<file path="src/rtl/wdrc_pkg.sv">
// Purpose: Shared constants for the watchdog reset control block
// Assumes: APB with 32-bit data, one register per aligned word
// Notes:   Byte offsets are decoded on PADDR[7:0]
package wdrc_pkg;
    // ------------------------------------------------------------
    // Register offsets
    // ------------------------------------------------------------
    localparam logic [7:0] OFF_RST_CTRL_STATUS = 8'h00;
    localparam logic [7:0] OFF_TIMER_CTRL      = 8'h04;
    localparam logic [7:0] OFF_COUNT           = 8'h08;
    localparam logic [7:0] OFF_IRQ_STATUS      = 8'h0C;
    localparam logic [7:0] OFF_IRQ_MASK        = 8'h10;

    // ------------------------------------------------------------
    // Field positions
    // ------------------------------------------------------------
    localparam int BIT_OVF_FLAG    = 7;
    localparam int BIT_RST_ENABLE  = 6;
    localparam int BIT_RST_KIND    = 5;
    localparam int BIT_MODE_SELECT = 1;
    localparam int BIT_RUN_ENABLE  = 0;
    localparam int BIT_IRQ_WDOG    = 1;
    localparam int BIT_IRQ_ITVL    = 0;

    // ------------------------------------------------------------
    // Reset values and read patterns
    // ------------------------------------------------------------
    localparam logic [4:0]  UNUSED_READ_ONES = 5'h1F;
    localparam logic [1:0]  IRQ_RESET        = 2'h0;
    localparam logic [7:0]  COUNT_RESET      = 8'h00;
    localparam logic [31:0] DATA_ZERO        = 32'h0000_0000;

    // ------------------------------------------------------------
    // Counting
    // ------------------------------------------------------------
    localparam int COUNT_WIDTH     = 8;
    localparam int PRESCALE_CYCLES = 2;
endpackage

</file>
<file path="src/rtl/wdrc_counter.sv">
// Purpose: Eight-bit watchdog count with a fixed input prescaler
// Assumes: Same clock and reset as the control logic
// Notes:   Overflow is a one-cycle registered pulse
`timescale 1ns/1ns
module wdrc_counter #(
    parameter int WIDTH    = wdrc_pkg::COUNT_WIDTH,
    parameter int PRESCALE = wdrc_pkg::PRESCALE_CYCLES
) (
    input  wire logic             clk_in,
    input  wire logic             arst_n_in,
    input  wire logic             run_enable_in,
    output logic      [WIDTH-1:0] count_out,
    output logic                  overflow_out
);
    localparam int PW = $clog2(PRESCALE + 1);

    logic [PW-1:0]    pre_q;
    logic [PW-1:0]    pre_d;
    logic [WIDTH-1:0] cnt_q;
    logic [WIDTH-1:0] cnt_d;
    logic             ovf_q;
    logic             ovf_d;

    // ------------------------------------------------------------
    // Next state
    // ------------------------------------------------------------
    always_comb begin
        pre_d = pre_q;
        cnt_d = cnt_q;
        ovf_d = 1'b0;
        if (!run_enable_in) begin
            // Held at zero, so a stopped timer can never overflow
            pre_d = '0;
            cnt_d = '0;
        end else if (pre_q == PW'(PRESCALE - 1)) begin
            pre_d = '0;
            cnt_d = cnt_q + 1'b1;
            ovf_d = &cnt_q;
        end else begin
            pre_d = pre_q + 1'b1;
        end
    end

    always_ff @(posedge clk_in or negedge arst_n_in) begin
        if (!arst_n_in) begin
            pre_q <= '0;
            cnt_q <= '0;
            ovf_q <= 1'b0;
        end else begin
            pre_q <= pre_d;
            cnt_q <= cnt_d;
            ovf_q <= ovf_d;
        end
    end

    assign count_out    = cnt_q;
    assign overflow_out = ovf_q;
endmodule

</file>
<file path="src/rtl/wdrc_top.sv">
// Purpose: Watchdog reset control and status with an APB slave
// Assumes: APB master on CLK_IN; one wait-free access phase per request
// Notes:   Internal reset requests are one-cycle pulses for the reset unit
//
// Our own choices: the APB register port and the address map.
`timescale 1ns/1ns
module wdrc_top #(
    parameter int PRESCALE = wdrc_pkg::PRESCALE_CYCLES
) (
    input  wire logic        CLK_IN,
    input  wire logic        ARST_N_IN,
    input  wire logic        PSEL_IN,
    input  wire logic        PENABLE_IN,
    input  wire logic        PWRITE_IN,
    input  wire logic [7:0]  PADDR_IN,
    input  wire logic [31:0] PWDATA_IN,
    output logic      [31:0] PRDATA_OUT,
    output logic             PREADY_OUT,
    output logic             PSLVERR_OUT,
    output logic             IRQ_OUT,
    output logic             POR_RESET_OUT,
    output logic             MANUAL_RESET_OUT
);
    // ------------------------------------------------------------
    // Watchdog count
    // ------------------------------------------------------------
    logic [wdrc_pkg::COUNT_WIDTH-1:0] watchdog_count;
    logic                             count_overflow;
    logic                             timer_run_enable_q;
    logic                             timer_run_enable_d;
    logic                             timer_mode_select_q;
    logic                             timer_mode_select_d;

    wdrc_counter #(
        .WIDTH    (wdrc_pkg::COUNT_WIDTH),
        .PRESCALE (PRESCALE)
    ) u_counter (
        .clk_in        (CLK_IN),
        .arst_n_in     (ARST_N_IN),
        .run_enable_in (timer_run_enable_q),
        .count_out     (watchdog_count),
        .overflow_out  (count_overflow)
    );

    // ------------------------------------------------------------
    // Bus decode
    // ------------------------------------------------------------
    logic setup;
    logic access;
    logic wr;
    logic rd;
    logic hit_rcs;
    logic hit_tc;
    logic hit_cnt;
    logic hit_is;
    logic hit_im;
    logic mapped;

    assign setup   = PSEL_IN && !PENABLE_IN;
    assign access  = PSEL_IN && PENABLE_IN && PREADY_OUT;
    assign wr      = access && PWRITE_IN;
    assign rd      = access && !PWRITE_IN;
    assign hit_rcs = PADDR_IN == wdrc_pkg::OFF_RST_CTRL_STATUS;
    assign hit_tc  = PADDR_IN == wdrc_pkg::OFF_TIMER_CTRL;
    assign hit_cnt = PADDR_IN == wdrc_pkg::OFF_COUNT;
    assign hit_is  = PADDR_IN == wdrc_pkg::OFF_IRQ_STATUS;
    assign hit_im  = PADDR_IN == wdrc_pkg::OFF_IRQ_MASK;
    assign mapped  = hit_rcs || hit_tc || hit_cnt || hit_is || hit_im;

    // ------------------------------------------------------------
    // Control and status state
    // ------------------------------------------------------------
    logic       watchdog_overflow_flag_q;
    logic       watchdog_overflow_flag_d;
    logic       clear_armed_q;
    logic       clear_armed_d;
    logic       overflow_reset_enable_q;
    logic       overflow_reset_enable_d;
    logic       reset_kind_select_q;
    logic       reset_kind_select_d;
    logic [1:0] irq_status_q;
    logic [1:0] irq_status_d;
    logic [1:0] irq_mask_q;
    logic [1:0] irq_mask_d;
    logic       por_q;
    logic       por_d;
    logic       man_q;
    logic       man_d;
    logic       irq_q;
    logic       irq_d;
    logic       wdog_event;
    logic       itvl_event;

    // Flag and reset only act in watchdog mode
    assign wdog_event = count_overflow && timer_mode_select_q;
    assign itvl_event = count_overflow && !timer_mode_select_q;

    always_comb begin
        watchdog_overflow_flag_d = watchdog_overflow_flag_q;
        clear_armed_d            = clear_armed_q;
        overflow_reset_enable_d  = overflow_reset_enable_q;
        reset_kind_select_d      = reset_kind_select_q;
        timer_run_enable_d       = timer_run_enable_q;
        timer_mode_select_d      = timer_mode_select_q;
        irq_status_d             = irq_status_q;
        irq_mask_d               = irq_mask_q;
        // Arm the clear only when software has seen the flag set
        if (rd && hit_rcs && watchdog_overflow_flag_q) begin
            clear_armed_d = 1'b1;
        end
        if (wr && hit_rcs) begin
            clear_armed_d           = 1'b0;
            overflow_reset_enable_d = PWDATA_IN[wdrc_pkg::BIT_RST_ENABLE];
            reset_kind_select_d     = PWDATA_IN[wdrc_pkg::BIT_RST_KIND];
            // A one written here is dropped; software cannot set it
            if (clear_armed_q && !PWDATA_IN[wdrc_pkg::BIT_OVF_FLAG]) begin
                watchdog_overflow_flag_d = 1'b0;
            end
        end
        if (wr && hit_tc) begin
            timer_run_enable_d  = PWDATA_IN[wdrc_pkg::BIT_RUN_ENABLE];
            timer_mode_select_d = PWDATA_IN[wdrc_pkg::BIT_MODE_SELECT];
        end
        if (wr && hit_im) begin
            irq_mask_d = PWDATA_IN[1:0];
        end
        if (wr && hit_is) begin
            irq_status_d = irq_status_q & ~PWDATA_IN[1:0];
        end
        // Set wins over a clear in the same cycle
        if (wdog_event) begin
            watchdog_overflow_flag_d = 1'b1;
            irq_status_d[wdrc_pkg::BIT_IRQ_WDOG] = 1'b1;
        end
        if (itvl_event) begin
            irq_status_d[wdrc_pkg::BIT_IRQ_ITVL] = 1'b1;
        end
        irq_d = |(irq_status_d & irq_mask_d);
        por_d = wdog_event && overflow_reset_enable_q
                && !reset_kind_select_q;
        man_d = wdog_event && overflow_reset_enable_q
                && reset_kind_select_q;
    end

    always_ff @(posedge CLK_IN or negedge ARST_N_IN) begin
        if (!ARST_N_IN) begin
            watchdog_overflow_flag_q <= 1'b0;
            clear_armed_q            <= 1'b0;
            overflow_reset_enable_q  <= 1'b0;
            reset_kind_select_q      <= 1'b0;
            timer_run_enable_q       <= 1'b0;
            timer_mode_select_q      <= 1'b0;
            irq_status_q             <= wdrc_pkg::IRQ_RESET;
            irq_mask_q               <= wdrc_pkg::IRQ_RESET;
            por_q                    <= 1'b0;
            man_q                    <= 1'b0;
            irq_q                    <= 1'b0;
        end else begin
            watchdog_overflow_flag_q <= watchdog_overflow_flag_d;
            clear_armed_q            <= clear_armed_d;
            overflow_reset_enable_q  <= overflow_reset_enable_d;
            reset_kind_select_q      <= reset_kind_select_d;
            timer_run_enable_q       <= timer_run_enable_d;
            timer_mode_select_q      <= timer_mode_select_d;
            irq_status_q             <= irq_status_d;
            irq_mask_q               <= irq_mask_d;
            por_q                    <= por_d;
            man_q                    <= man_d;
            irq_q                    <= irq_d;
        end
    end

    // ------------------------------------------------------------
    // Bus answer
    // ------------------------------------------------------------
    logic [31:0] prdata_q;
    logic [31:0] prdata_d;
    logic        pready_q;
    logic        pready_d;
    logic        pslverr_q;
    logic        pslverr_d;

    // Answer is prepared in setup, so every access phase is one cycle
    always_comb begin
        prdata_d  = wdrc_pkg::DATA_ZERO;
        pready_d  = setup;
        pslverr_d = setup && !mapped;
        if (setup && !PWRITE_IN) begin
            case (PADDR_IN)
                wdrc_pkg::OFF_RST_CTRL_STATUS: begin
                    prdata_d[7:0] = {watchdog_overflow_flag_q,
                                     overflow_reset_enable_q,
                                     reset_kind_select_q,
                                     wdrc_pkg::UNUSED_READ_ONES};
                end
                wdrc_pkg::OFF_TIMER_CTRL: begin
                    prdata_d[1:0] = {timer_mode_select_q,
                                     timer_run_enable_q};
                end
                wdrc_pkg::OFF_COUNT: begin
                    prdata_d[7:0] = watchdog_count;
                end
                wdrc_pkg::OFF_IRQ_STATUS: begin
                    prdata_d[1:0] = irq_status_q;
                end
                wdrc_pkg::OFF_IRQ_MASK: begin
                    prdata_d[1:0] = irq_mask_q;
                end
                default: begin
                    prdata_d = wdrc_pkg::DATA_ZERO;
                end
            endcase
        end
    end

    always_ff @(posedge CLK_IN or negedge ARST_N_IN) begin
        if (!ARST_N_IN) begin
            prdata_q  <= wdrc_pkg::DATA_ZERO;
            pready_q  <= 1'b0;
            pslverr_q <= 1'b0;
        end else begin
            prdata_q  <= prdata_d;
            pready_q  <= pready_d;
            pslverr_q <= pslverr_d;
        end
    end

    assign PRDATA_OUT       = prdata_q;
    assign PREADY_OUT       = pready_q;
    assign PSLVERR_OUT      = pslverr_q;
    assign IRQ_OUT          = irq_q;
    assign POR_RESET_OUT    = por_q;
    assign MANUAL_RESET_OUT = man_q;
endmodule

</file>
<file path="config.mk">
export PLATFORM = sky130hd
export DESIGN_NAME = wdrc_top
export DESIGN_NICKNAME = d
export VERILOG_FILES = /design/src/rtl/wdrc_pkg.sv /design/src/rtl/wdrc_counter.sv /design/src/rtl/wdrc_top.sv
export SDC_FILE = /design/constraint.sdc
export NUM_CORES = 1
export LEC_CHECK = 0
export BUFFER_PORTS_ARGS = -buffer_cell sky130_fd_sc_hd__buf_2
export CAP_MARGIN = 40
export CORE_ASPECT_RATIO = 1.2
export CORE_MARGIN = 4
export CORE_UTILIZATION = 43
export CTS_BUF_LIST = sky130_fd_sc_hd__clkbuf_8
export DETAILED_ROUTE_END_ITERATION = 6
export PLACE_DENSITY = 0.78
export SLEW_MARGIN = 20
export SYNTH_ARGS = -nofsm -noshare
export SYNTH_HDL_FRONTEND = slang
export SYNTH_HIERARCHICAL = 1
export SYNTH_SLANG_ARGS = --single-unit
</file>
<file path="constraint.sdc">
create_clock -name CLK_IN -period 1.5 [get_ports CLK_IN]
set_input_delay 0.075 -clock CLK_IN [delete_from_list [all_inputs] [get_ports CLK_IN]]
set_output_delay 0.075 -clock CLK_IN [all_outputs]
set_load 0.005 [all_outputs]
</file>
# --- Yosys cells after proc, flatten, opt, wreduce, memory -nomap -nowiden ---
# Cells that the tools add are included.
totals:
  word_cells: 82
  in_bits: 45
  reg_bits: 58
classes:
  n_eq_ne: 6
  reduce_logical: 36
  bitwise: 3
  addsub: 2
  n_mux: 18
op_table:
  columns: ["cell", "count"]
  rows:
  - ["8-bit two-way mux", 3]
  - ["1-bit logical AND", 19]
  - ["8-bit by 4-bit equality test with 1-bit output (second input constant)", 2]
  - ["6-bit one-hot mux with 2 select lines", 1]
  - ["2-bit one-hot mux with 5 select lines", 1]
  - ["1-bit two-way mux", 9]
  - ["8-bit by 1-bit adder with 8-bit output (second input constant)", 1]
  - ["8-bit by 3-bit equality test with 1-bit output (second input constant)", 1]
  - ["8-bit by 5-bit equality test with 1-bit output (second input constant)", 1]
  - ["8-bit zero test", 1]
  - ["2-bit two-way mux", 4]
  - ["8-bit AND reduction", 1]
  - ["1-bit zero test", 6]
  - ["2-bit nonzero test", 3]
  - ["2-bit AND", 2]
  - ["1-bit logical OR", 4]
  - ["2-bit by 1-bit adder with 2-bit output (second input constant)", 1]
  - ["2-bit by 1-bit equality test with 1-bit output (second input constant)", 1]
  - ["2-bit by 1-bit inequality test with 1-bit output (second input constant)", 1]
  - ["2-bit inverter", 1]
  - ["2-bit AND reduction", 1]
  - ["2-bit OR reduction", 1]

# --- Longest topological paths before layout ---
depth:
  word_depth: 8
  depth_mapped: 5
  ltp_nobuf: 4

# --- Modules after synthesis ---
# Netlist, hierarchy kept.
modules_own_cells:
  columns: ["mod", "cells_per_inst", "seq_area_each_um2", "instances", "area_per_inst_um2"]
  rows:
  - ["wdrc_top", 117, 575.6, 1, 1217.4]
  - ["wdrc_counter", 47, 275.3, 1, 503.0]

# --- Least setup slack after synthesis ---
# No wires, ideal clock.
synth_timing:
  path_kind: "input to register"
  start: "in PADDR_IN[7]"
  end: "reg irq_q, in the netlist IRQ_OUT"
  slack_ns: -0.077
  cell_stages: 4
  setup_ns: 0.121
  t_arrival_ns: 1.456
  path_cell_list: "or4_4 nor4b_4 mux2_2 a22o_1"
synth_via:
  elab_cells_between_ends: 10
  classes_between: "eq/ne (2); mux (4); bitwise (1); reduce/logical (3)"
synth_lines:
  columns: ["item", "line_no", "text"]
  rows:
  - ["from (decl)", "wdrc_top.sv:15", "input wire logic [7:0] PADDR_IN,"]
  - ["8-bit by 5-bit equality test with 1-bit output", "wdrc_top.sv:67", "assign hit_im = PADDR_IN == wdrc_pkg::OFF_IRQ_MASK;"]
  - ["1-bit logical AND", "wdrc_top.sv:124", "if (wr && hit_im) begin"]
  - ["2-bit two-way mux", "wdrc_top.sv:124", null]
  - ["net irq_mask_d[0]", "wdrc_top.sv:84", "logic [1:0] irq_mask_d;"]
  - ["2-bit AND", "wdrc_top.sv:138", "irq_d = |(irq_status_d & irq_mask_d);"]
  - ["2-bit OR reduction", "wdrc_top.sv:138", null]
  - ["net irq_d", "wdrc_top.sv:90", "logic irq_d;"]
  - ["to (signal assigned)", "wdrc_top.sv:169", "irq_q <= irq_d;"]
  - ["to (decl)", "wdrc_top.sv:89", "logic irq_q;"]
# The timed path passes the listed nets, and every way through them passes these cells.
# A chain may end at the register's enable or synchronous reset.

# --- Worst setup path in the final report ---
layout_timing:
  start: "reg pready_q, in the netlist PREADY_OUT"
  end: "reg irq_q, in the netlist IRQ_OUT"
layout_via:
  elab_cells_between_ends: 10
  classes_between: "mux (4); bitwise (1); reduce/logical (5)"
layout_lines:
  columns: ["item", "line_no", "text"]
  rows:
  - ["from (decl)", "wdrc_top.sv:178", "logic pready_q;"]
  - ["from (signal assigned)", "wdrc_top.sv:223", "pready_q <= pready_d;"]
  - ["1-bit logical AND", "wdrc_top.sv:60", "assign access = PSEL_IN && PENABLE_IN && PREADY_OUT;"]
  - ["1-bit logical AND", "wdrc_top.sv:61", "assign wr = access && PWRITE_IN;"]
  - ["1-bit logical AND", "wdrc_top.sv:124", null]
  - ["2-bit two-way mux", "wdrc_top.sv:124", null]
  - ["net irq_mask_d[0]", "wdrc_top.sv:84", null]
  - ["2-bit AND", "wdrc_top.sv:138", null]
  - ["2-bit OR reduction", "wdrc_top.sv:138", null]
  - ["net irq_d", "wdrc_top.sv:90", null]
# The timed path passes the listed nets, and every way through them passes these cells.

==> flow_metrics.py <==
metrics = {
    "run_status": {
        "status": "finished clean",
    },
    "yosys": {
        "yosysMostFrequentCell": "dfrtp_1",
        "synth_top_cells_by_count": "34 x dfrtp_1, 24 x buf_4, 15 x nor2_1",
        "synth_warnings": 6,
        "synth.mux.area_fraction_pct": 8.00,
        "netlist.area_leader.share_pct": 49.5,
        "synth.distinct_cells": 38,
        "ys_dominant_reg_cell": "dfrtp_1",
        "synth.yosys.seq_area_share_pct": 49.5,
        "ys_seq_elements": 34,
        "synth_compound_area_share_pct": 7.78,
        "synth-adder-area-share_pct": 0.727,
        "avgSynthCellArea_sq_um": 10.5,
        "synth-simple-area-share_pct": 19.7,
        "synthXorXnorAreaFrac_pct": 1.02,
        "synth_area_leader_cell": "dfrtp_1",
        "synth.area.top_cells": "dfrtp_1 49%, buf_4 10%, mux2i_1 4.1%, nor2_1 3.3%, a21oi_1 2.9%",
        "async_flop_share_pct": 100,
        "synth_area_sq_um": 1720,
        "syn-instance-count": 164,
        "synth_top_family_by_area": "simple AND/OR/NAND/NOR gates",
        "synth_edf_count": 0,
    },
    "worst_setup_path": {
        "end_kind": "register",
        "worstPathArrival_ns": 1.67,
        "cp.required_ns": 1.67,
        "start_kind": "register",
        "crit_start": "PREADY_OUT",
        "r2r_start": "PREADY_OUT",
        "crit_chain": "and4_4 > nor4b_4 > mux2_4 > a22o_1",
        "path_max_fanout": 3,
        "timing_worst_setup_path_type": "register to register",
        "crit_slowest_cell": "dfrtp_1",
        "cp_num_buf_inv": 0,
        "slowest_delay_ns": 0.35,
        "path_delay_family": "simple AND/OR/NAND/NOR gates",
    },
    "floorplan": {
        "rows": 24,
        "start_util_pct": 45.8,
        "die_area_sq_um": 5080,
        "core-area_sq_um": 3750,
        "die_x_um": 65.7,
        "die_y_um": 77.3,
        "ioPinCount": 82,
    },
    "final_layout": {
        "fillers": 324,
        "final_cell_area_sq_um": 2060,
        "drive_above_1_share_pct": 28.9,
        "syn_to_final_growth_pct": 19.8,
        "diodes": 0,
        "nets": 257,
    },
    "global_routing": {
        "grt_pass1_wl_um": 5510,
        "overflow": 0,
        "first_global_vias": 1178,
        "antenna_found_initial": 0,
        "grt.total_usage_pct": 13.9,
        "grt_max_degree": 35,
    },
    "timing": {
        "min_period_over_period_pct": 99.9,
        "hold_violations": 0,
        "worst_slew_pin_slew_ns": 0.729,
        "slew_viol_final": 0,
        "fin_skew_ns": 0.00500,
        "max_freq_ghz": 0.668,
        "setup_viol": 0,
        "slew_headroom_pct": 51.4,
        "rsz0062_at_grt": "true",
        "fin_crit_ns": 1.50,
        "fin_tns_setup_ns": 0,
        "fin_hold_ws_ns": 0.0263,
    },
    "route": {
        "vias": 1276,
        "drt-initial-drc-count": 93,
        "vias_per_cell": 4.85,
        "drcViolationCount": 0,
        "postRouteAntennaNets": 0,
        "avgRoutedWirePerCell_um": 12.2,
        "drt_first_pass_iters": 4,
        "routed_wl_um": 3220,
    },
    "flow_run": {
        "cap_violations": 0,
    },
    "placement": {
        "io_buffer_count": 30,
        "placed_cell_area_sq_um": 1930,
        "hpwl_um": 2390,
        "place.gp.congestion": 0.785,
    },
    "power_and_ir_drop": {
        "power_w": 0.00189,
        "ir_drop_mv": 0.537,
        "leakage_nw": 1.04,
        "p_per_area_nw_per_um2": 917,
    },
    "clock_network": {
        "tritoncts": "built",
        "cts.sinks": 34,
        "cts_root_buf": "clkbuf_8",
        "clk_pin_slew_ns": 0.07,
        "clockBufferDepth": 2,
        "clkLatencyLatePin_ns": 0.28,
        "numCtsBuffers": 5,
        "cts.htree.levels": 2,
    },
    "hold_path": {
        "hp-start": "PWDATA_IN[5]",
        "hold_class": "input pin to register",
    },
}
-- per-stage QoR --
step	std cells	utilization (%)	worst slack, ns
2_1_floorplan	187	-	-0.0769
3_3_place_gp	255	51.4	-0.216
5_1_grt	263	54.9	-0.0373
3_5_place_dp	255	51.4	-0.230
6_report	263	54.9	0.00221
4_1_cts	263	54.9	0.00642
-- layout make-up --
type                       instances  area [sq um]  area share, %
inverter                           9          33.8           1.64
sequential                        34           851           41.3
tap                               52          65.1           3.16
multi-input combinational        117           741           35.9
clock buffer                       6          82.6           4.01
clock inverter                     1          30.0           1.46
timing repair buffer              44           258           12.5
-- placed cells by master (no fill, tap or decap), types with 5 or more instances in the layout --
cell type	count
inv_1	9
nor2_1	15
buf_4	13
clkbuf_8	6
o21ai_0	5
buf_2	30
conb_1	24
nand2_1	6
a21oi_1	10
mux2i_1	7
nand4_1	5
dfrtp_1	34
-- cell families after synthesis --
family | Yosys count
AOI/OAI and AO/OA | 22
muxes | 13
buffers and inverters | 36
DFF | 34
xor gates and xnor gates | 2
and+or+nand+nor | 55
adders and majority gates | 1
other | 1
-- report_power, final --
part / leakage (nW) / internal, W / switching, W / total, W
Sequential: 0.468 / 0.000921 / 0.00000207 / 0.000923
Clock: 0.0573 / 0.000531 / 0.000309 / 0.000840
Combinational: 0.517 / 0.0000513 / 0.0000758 / 0.000127
Total: 1.04 / 0.00150 / 0.000387 / 0.00189
-- sequential cells by signal, summed over array words and instances, names as in the netlist, 2 cells and up --
name,cells
irq_status_q,2
PRDATA_OUT,8
irq_mask_q,2
u_counter/count_out,8
u_counter/pre_q,2
-- routing by layer --
metal	global-route usage, %	vias up	wire [um]
met5	0	-	0
met4	6.22	0	65
met3	3.22	5	196
met2	22.8	37	1670
met1	17.1	617	1290
li1	-	617	-
-- final timing paths --
kind / endpoint / slack (ns) / cells after the start
max: IRQ_OUT / 0.002 / 4
min: reset_kind_select_q / 0.03 / 2
max reg2reg: IRQ_OUT / 0.002 / 4
min reg2reg: POR_RESET_OUT / 0.49 / 1
max in group asynchronous: u_counter/count_out[7] / 0.65 / 2
min in group asynchronous: PSLVERR_OUT / 0.39 / 2
-- worst register-to-register path, delay by kind of cell, from the launching register on --
| kind | cells | cell delay [ns] |
|---|---|---|
| compound gates | 1 | 0.20 |
| flops | 1 | 0.35 |
| mux | 1 | 0.34 |
| simple gates | 2 | 0.50 |
-- timing repair --
item                       CTS  global route
pin swaps                    1             0
hold endpoints to repair    34             0
hold buffers                 1             0
setup endpoints to repair    1             1
gates resized for setup      3             0
buffers inserted             0             0
(Power assumes the default switching activity.)
